### config.mk
export PLATFORM = sky130hd
export DESIGN_NAME = vss_dev_flat
export DESIGN_NICKNAME = d
export VERILOG_FILES = /design/src/hdl/vss_pkg.sv /design/src/hdl/vss_link_if.sv /design/src/hdl/vss_dev.sv /design/src/flat_wrapper.sv
export VERILOG_INCLUDE_DIRS = /design/src /design/src/hdl
export SDC_FILE = /design/constraint.sdc
export NUM_CORES = 1
export LEC_CHECK = 0
export BUFFER_PORTS_ARGS = -buffer_cell sky130_fd_sc_hd__clkbuf_2
export CAP_MARGIN = 20
export CORE_ASPECT_RATIO = 0.6
export CORE_UTILIZATION = 30
export CTS_CLUSTER_SIZE = 30
export DETAILED_ROUTE_END_ITERATION = 12
export PLACE_DENSITY_LB_ADDON = 0.05
export SKIP_LAST_GASP = 1
export SYNTH_ARGS = -nofsm -noshare
export SYNTH_HDL_FRONTEND = slang
export SYNTH_SLANG_ARGS = --single-unit
### constraint.sdc
create_clock -name clock -period 4.5 [get_ports clock]
set_clock_uncertainty 0.2 [all_clocks]
set_input_delay 0.225 -clock clock [delete_from_list [all_inputs] [get_ports clock]]
set_output_delay 0.225 -clock clock [all_outputs]
set_load 0.02 [all_outputs]
### src/hdl/vss_consts.svh
`ifndef VSS_CONSTS_SVH
`define VSS_CONSTS_SVH

// Pixel and counter widths
`define VSS_PIX_W 24
`define VSS_CNT_W 16

// Restart pulse after a parameter change, in ns and in 25 ns cycles
`define VSS_CLK_NS 25
`define VSS_RESTART_NS 25
`define VSS_RESTART_CYC (((`VSS_RESTART_NS) + (`VSS_CLK_NS) - 1) / (`VSS_CLK_NS))

// Reset values
`define VSS_PIX_RST 24'h000000
`define VSS_CNT_RST 16'h0000
`define VSS_CNT_ONE 16'h0001

`endif

### src/hdl/vss_pkg.sv
package vss_pkg;
   `include "vss_consts.svh"

   typedef logic [`VSS_PIX_W-1:0] vss_pix_t;
   typedef logic [`VSS_CNT_W-1:0] vss_cnt_t;

   // One beat of the stream: pixel plus its two markers
   typedef struct packed {
      vss_pix_t pix;
      logic vsync;
      logic hsync;
   } vss_beat_s;

   // Device lock state after reset
   typedef enum logic {
      VSS_WAIT_FRAME,
      VSS_RUN
   } vss_lock_e;

   // Host restart sequencer
   typedef enum logic {
      VSS_HOST_IDLE,
      VSS_HOST_RESTART
   } vss_host_e;
endpackage

### src/hdl/vss_link_if.sv
`timescale 1ns/1ps
`default_nettype none
interface vss_link_if;
   import vss_pkg::*;
   // Input side, source to scaler
   vss_pix_t pixin;
   logic pixin_vsync;
   logic pixin_hsync;
   logic pixin_val;
   logic pixin_rdy;
   // Output side, scaler to sink
   vss_pix_t pixout;
   logic pixout_vsync;
   logic pixout_hsync;
   logic pixout_val;
   logic pixout_rdy;
   // Restart request after a parameter change, active low
   logic restart_n;

   modport dev (
      input pixin, pixin_vsync, pixin_hsync, pixin_val, pixout_rdy, restart_n,
      output pixin_rdy, pixout, pixout_vsync, pixout_hsync, pixout_val
   );
   modport host (
      output pixin, pixin_vsync, pixin_hsync, pixin_val, pixout_rdy, restart_n,
      input pixin_rdy, pixout, pixout_vsync, pixout_hsync, pixout_val
   );
endinterface
`default_nettype wire

### src/hdl/vss_dev.sv
// How it works
// Source sends frame start with both markers
// Input data counts only while valid high
// Ready low stalls; source holds pixel pending
// Output uses same valid-ready stream protocol
// Output line start marked with first pixel
// Sink ignores output bus while valid low
// Transfer only when valid and ready high
// Keep scale parameters constant where possible
// Transfers happen on rising edge, both high
// Later lines carry line start marker only
// Restart scaler after any parameter change
// After reset, wait for frame start
// Reset clears pipeline, output valid low
`timescale 1ns/1ps
`default_nettype none
`include "vss_consts.svh"
module vss_dev
   import vss_pkg::*;
(
   input wire logic clock,
   input wire logic rst_n,
   vss_link_if.dev link,
   output logic locked,
   output logic sync_err,
   output vss_cnt_t line_count,
   output vss_cnt_t frame_count
);
   // Pipeline state; pixels pass unchanged, the scale datapath is not here
   vss_lock_e lstate;
   vss_lock_e next_lstate;
   vss_beat_s in_beat;
   vss_beat_s skid;
   vss_beat_s next_out;
   logic skid_val;

   // Frame head needs both markers in the same beat
   function automatic logic is_frame_head(input vss_beat_s beat);
      return beat.vsync & beat.hsync;
   endfunction

   // Frame mark without line mark breaks the pairing
   function automatic logic is_bad_head(input vss_beat_s beat);
      return beat.vsync & ~beat.hsync;
   endfunction

   // Status counters wrap past the top; nothing steers flow by them
   function automatic vss_cnt_t bump(input vss_cnt_t cnt);
      return cnt + `VSS_CNT_ONE;
   endfunction

   // Restart from the host acts like the system reset;
   // beats in flight at that moment are lost on purpose
   wire logic run_n = rst_n & link.restart_n;

   // Input beat as it stands on the link
   assign in_beat.pix = link.pixin;
   assign in_beat.vsync = link.pixin_vsync;
   assign in_beat.hsync = link.pixin_hsync;

   // Handshake and frame lock decode
   wire logic in_fire = link.pixin_val & link.pixin_rdy;
   wire logic frame_head = is_frame_head(in_beat);
   wire logic lock_hit = in_fire & frame_head;
   wire logic in_keep = in_fire & ((lstate == VSS_RUN) | frame_head);
   wire logic out_free = ~link.pixout_val | link.pixout_rdy;
   wire logic out_fire = link.pixout_val & link.pixout_rdy;
   wire logic bad_head = in_fire & is_bad_head(in_beat);

   // Shovel selection: a parked beat always leaves before a new one,
   // so beat order is kept through a stall
   wire logic next_out_val = skid_val | in_keep;
   wire logic out_load = out_free & next_out_val;
   wire logic skid_load = ~out_free & in_keep;
   wire logic next_skid_val = out_free ? 1'b0 : (skid_val | in_keep);
   assign next_out = skid_val ? skid : in_beat;

   // Ready is registered, so one beat may still land in the skid
   // the cycle the output stalls; ready drops as the skid fills
   wire logic next_in_rdy = ~next_skid_val;

   // Output valid stands until the sink takes the beat
   always_ff @(posedge clock) begin
      if (!run_n) begin
         link.pixout_val <= 1'b0;
      end else if (out_free) begin
         link.pixout_val <= next_out_val;
      end
   end

   // Pixel word of the output beat
   always_ff @(posedge clock) begin
      if (!run_n) begin
         link.pixout <= `VSS_PIX_RST;
      end else if (out_load) begin
         link.pixout <= next_out.pix;
      end
   end

   // Markers travel with their pixel, never on their own
   always_ff @(posedge clock) begin
      if (!run_n) begin
         link.pixout_vsync <= 1'b0;
         link.pixout_hsync <= 1'b0;
      end else if (out_load) begin
         link.pixout_vsync <= next_out.vsync;
         link.pixout_hsync <= next_out.hsync;
      end
   end

   // Skid holds the one beat that was in flight at a stall
   always_ff @(posedge clock) begin
      if (!run_n) begin
         skid <= '0;
      end else if (skid_load) begin
         skid <= in_beat;
      end
   end

   // Skid fill flag
   always_ff @(posedge clock) begin
      if (!run_n) begin
         skid_val <= 1'b0;
      end else begin
         skid_val <= next_skid_val;
      end
   end

   // Input ready, low through reset so nothing is taken early
   always_ff @(posedge clock) begin
      if (!run_n) begin
         link.pixin_rdy <= 1'b0;
      end else begin
         link.pixin_rdy <= next_in_rdy;
      end
   end

   // Next lock state; only a full frame head ends the wait
   always_comb begin
      next_lstate = lstate;
      case (lstate)
         VSS_WAIT_FRAME: begin
            if (lock_hit) begin
               next_lstate = VSS_RUN;
            end
         end
         VSS_RUN: begin
            next_lstate = VSS_RUN;
         end
         default: begin
            next_lstate = VSS_WAIT_FRAME;
         end
      endcase
   end

   // Lock state; a restart drops it until the next frame head,
   // so a half frame never reaches the output
   always_ff @(posedge clock) begin
      if (!run_n) begin
         lstate <= VSS_WAIT_FRAME;
      end else begin
         lstate <= next_lstate;
      end
   end

   // Lock flag follows the state it is about to enter
   always_ff @(posedge clock) begin
      if (!run_n) begin
         locked <= 1'b0;
      end else begin
         locked <= (next_lstate == VSS_RUN);
      end
   end

   // Sticky marker error, cleared only by reset or restart
   always_ff @(posedge clock) begin
      if (!run_n) begin
         sync_err <= 1'b0;
      end else if (bad_head) begin
         sync_err <= 1'b1;
      end
   end

   // Output line and frame ticks, taken as beats leave
   wire logic frame_tick = out_fire & link.pixout_vsync;
   wire logic line_tick = out_fire & ~link.pixout_vsync & link.pixout_hsync;

   // Frames delivered since reset or restart
   always_ff @(posedge clock) begin
      if (!run_n) begin
         frame_count <= `VSS_CNT_RST;
      end else if (frame_tick) begin
         frame_count <= bump(frame_count);
      end
   end

   // Line number within the current output frame, first line is one
   always_ff @(posedge clock) begin
      if (!run_n) begin
         line_count <= `VSS_CNT_RST;
      end else if (frame_tick) begin
         line_count <= `VSS_CNT_ONE;
      end else if (line_tick) begin
         line_count <= bump(line_count);
      end
   end
endmodule
`default_nettype wire

### src/flat_wrapper.sv
// flat-port wrapper written by rule: the top's interface ports become plain ports
module vss_dev_flat import vss_pkg::*;
  (clock, rst_n, locked, sync_err, line_count, frame_count, link_pixin, link_pixin_vsync, link_pixin_hsync, link_pixin_val, link_pixout_rdy, link_restart_n, link_pixin_rdy, link_pixout, link_pixout_vsync, link_pixout_hsync, link_pixout_val);
  vss_link_if link_i ();
  input wire logic clock;
  input wire logic rst_n;
  output logic locked;
  output logic sync_err;
  output vss_cnt_t line_count;
  output vss_cnt_t frame_count;
  input wire logic [$bits(link_i.pixin)-1:0] link_pixin;
  input wire logic [$bits(link_i.pixin_vsync)-1:0] link_pixin_vsync;
  input wire logic [$bits(link_i.pixin_hsync)-1:0] link_pixin_hsync;
  input wire logic [$bits(link_i.pixin_val)-1:0] link_pixin_val;
  input wire logic [$bits(link_i.pixout_rdy)-1:0] link_pixout_rdy;
  input wire logic [$bits(link_i.restart_n)-1:0] link_restart_n;
  output wire logic [$bits(link_i.pixin_rdy)-1:0] link_pixin_rdy;
  output wire logic [$bits(link_i.pixout)-1:0] link_pixout;
  output wire logic [$bits(link_i.pixout_vsync)-1:0] link_pixout_vsync;
  output wire logic [$bits(link_i.pixout_hsync)-1:0] link_pixout_hsync;
  output wire logic [$bits(link_i.pixout_val)-1:0] link_pixout_val;
  assign link_i.pixin = link_pixin;
  assign link_i.pixin_vsync = link_pixin_vsync;
  assign link_i.pixin_hsync = link_pixin_hsync;
  assign link_i.pixin_val = link_pixin_val;
  assign link_i.pixout_rdy = link_pixout_rdy;
  assign link_i.restart_n = link_restart_n;
  assign link_pixin_rdy = link_i.pixin_rdy;
  assign link_pixout = link_i.pixout;
  assign link_pixout_vsync = link_i.pixout_vsync;
  assign link_pixout_hsync = link_i.pixout_hsync;
  assign link_pixout_val = link_i.pixout_val;
  vss_dev u_core (.clock(clock), .rst_n(rst_n), .link(link_i), .locked(locked), .sync_err(sync_err), .line_count(line_count), .frame_count(frame_count));
endmodule
==> impl_metrics.tcl <==
set metrics [dict create \
    status "complete, no violations" \
    tns_ps 0 \
    crit_path_end_kind "register" \
    crit_path_start_kind "input port" \
    grt_use_total_pct 15.7 \
    fin_crit_ps 2660 \
    drc 0 \
    max_stage_delay_ps 820 \
    wl_mm 9.71 \
    routedWlPerCell_um 14.4 \
    worst_slew_pin_slew_ps 1020 \
    cts_buffers 9 \
    viasPerCell 4.78 \
    initial_core_util_pct 30.8 \
    postSynthCellCount 396 \
    ant_nets 0 \
    syn-num-nets 429 \
    critPathCapture "u_core.link.pixout[8]$_SDFFE_PN0P_" \
    synth_seq_area_share_pct 47.8 \
    dp_hpwl_mm 6.65 \
    synth_top_area_share_pct 47.8 \
    antenna_found_initial 0 \
    seq_area_mm2 0.00178 \
    fmax_mhz 376 \
    io_buffers 92 \
    synth_cell_types 37 \
    fillers 1234 \
    areaGrowthSynthToFinish_pct 33.6 \
    rows 31 \
    slowest_stage "and2_1" \
    grt_pass1_wl_mm 15.6 \
    grt_pass1_vias 2871 \
    cts_root_buf "clkbuf_16" \
    cp.arrival_ps 2620 \
    crit_chain "dlygate4sd3_1, clkbuf_2, a21oi_1, o21bai_2, buf_16, and2_1, a211oi_1" \
    fp.dieH_um 88.4 \
    power_leakage_nw 1.80 \
    post_cts_buffers 0 \
    required_ps 4460 \
    maxSlewViolCount 0 \
    h-tree-depth 3 \
    postSynthAreaPerCell_um2 9.42 \
    cts_tree "yes" \
    reg2reg_slack_ps 1870 \
    io_pins 93 \
    setup_viol 0 \
    critical_path_class "in2reg" \
    core_mm2 0.0121 \
    cap_violations 0 \
    min_path_type "in2reg" \
    ir_drop_mv 0.155 \
    insertion_delay_ps 340 \
    final_common_cell "clkbuf_2" \
    die_x_um 146 \
    period_share_pct 59.1 \
    synth_top_cell_by_area "dfxtp_1" \
    dieArea_mm2 0.0129 \
    yosysWarningCount 0 \
    power_density_mw_per_mm2 344 \
    multi_input_area_mm2 0.00185 \
    grt_max_degree 42 \
    firstDrtPassIters 4 \
    clkTransAtPathRegs_ps 60 \
    grt_overflow 0 \
    cts.path.max_buffers 2 \
    cts_resized 0 \
    reg2reg_from "u_core.skid_val$_SDFF_PN0_" \
    slew_headroom_pct 31.8 \
    ys_seq_elements 89 \
    worstReg2RegEnd "u_core.link.pixout[8]$_SDFFE_PN0P_" \
    final_nets 538 \
    fin_hold_ws_ps 21.4 \
    final_layout_size_suffix_gt1_share_pct 23.5 \
    vias 3227 \
    rr_worst_depth 5 \
    rsz0062_at_grt "no" \
    critPathLaunch "link_pixin_hsync" \
    clock_sinks 89 \
    finalHoldViolations 0 \
    gp_congestion 0.709 \
    first_iter_violations 134 \
    worstHoldPathCells 3 \
    final_cell_mix "clkbuf_2, dfxtp_1, mux2i_1" \
    yosys-top-cells-area "dfxtp_1, mux2i_1, a21oi_1" \
    n_antenna_cell 0 \
    worst-path-max-fanout 26 \
    netlist_area_mm2 0.00373 \
]
[state kept, by name, indices dropped and copies added (netlist names), 16 cells and up]
signal              flops
u_core.line_count      16
u_core.frame_count     16
u_core.skid            26
u_core.link.pixout     24
[synthesized netlist by cell type, drive strengths merged]
| master | count |
|---|---|
| xor2 | 9 |
| a211oi | 26 |
| and4b | 1 |
| or4 | 4 |
| a41oi | 1 |
| nand4 | 12 |
| and3 | 3 |
| o21a | 1 |
| nand2 | 21 |
| o21bai | 1 |
| and4 | 3 |
| buf | 7 |
| xnor2 | 9 |
| and2 | 2 |
| ha | 2 |
| or3 | 10 |
| a21oi | 39 |
| nor2 | 49 |
| nor3b | 1 |
| nor4 | 5 |
| nor3 | 3 |
| nand3 | 8 |
| clkbuf | 17 |
| nand2b | 1 |
| inv | 4 |
| o31ai | 1 |
| a41o | 1 |
| nand4b | 1 |
| or4b | 1 |
| o21ai | 9 |
| dfxtp | 89 |
| o2111ai | 1 |
| a31oi | 1 |
| mux2i | 53 |
[worst max-delay path, delay by kind of cell]
family	cells	cell delay, ps
and+or+nand+nor	1	820
AOI/OAI and AO/OA	3	660
buffers and inverters	3	910
[stage by stage]
stage | util (%) | power (mW) | instances | setup WS [ps] | instance area (um2)
4_1_cts | 40.7 | 1.74 | 673 | 1440 | 4920
2_1_floorplan | - | 0.839 | 396 | 2460 | 3730
5_1_grt | 41.1 | 1.78 | 675 | 1670 | 4980
3_3_place_gp | 35.8 | 0.869 | 632 | 1640 | 4330
6_report | 41.1 | 1.71 | 675 | 1840 | 4980
3_5_place_dp | 35.8 | 0.869 | 632 | 1610 | 4330
[cells by family after synthesis]
group	Yosys count	share of synthesized area [%]
and+or+nand+nor	125	16.9
adders and majority gates	2	0.671
buffers and inverters	28	2.99
muxes	53	14.2
DFF	89	47.8
AOI/OAI and AO/OA	81	13.2
xor gates and xnor gates	18	4.23
[per-layer routing]
layer	vias up	wire (um)	global-route usage, %
li1	1665	-	-
met1	1489	5380	23.2
met2	65	3760	21.5
met3	8	487	4.95
met4	0	78	4.31
met5	-	0	0
[repair_timing]
action | in CTS | in global routing
setup endpoints to repair | 0 | 0
hold buffers | 25 | 0
endpoints found under the hold margin | 25 | 0
[power breakdown]
group / total, mW / switching, mW / leakage, nW / internal, mW
Sequential: 0.792 / 0.00216 / 0.718 / 0.790
Clock: 0.843 / 0.311 / 0.169 / 0.532
Combinational: 0.0765 / 0.0410 / 0.909 / 0.0355
Total: 1.71 / 0.354 / 1.80 / 1.36
[worst min path at each step]
stage,startpoint,to,slack [ps]
floorplan,link_pixin_hsync,u_core.skid[0]$_SDFFE_PN0P_,170
global placement,u_core.sync_err$_SDFFE_PN0P_,u_core.sync_err$_SDFFE_PN0P_,260
detailed placement,u_core.sync_err$_SDFFE_PN0P_,u_core.sync_err$_SDFFE_PN0P_,270
CTS,link_pixin_val,u_core.lstate$_SDFF_PN0_,10
global route,link_pixin_val,u_core.lstate$_SDFF_PN0_,50
finish,link_pixin_val,u_core.lstate$_SDFF_PN0_,20
[layout make-up]
cell class / instances / area share, %
multi-input cells: 279 / 37.1
flip-flops and latches: 89 / 35.8
repair buffers: 122 / 15.8
clock buffers: 12 / 5.35
well taps: 165 / 4.15
clock inverters: 4 / 1.48
inverters: 4 / 0.302
Note: power is estimated with default switching activity, not from simulation.
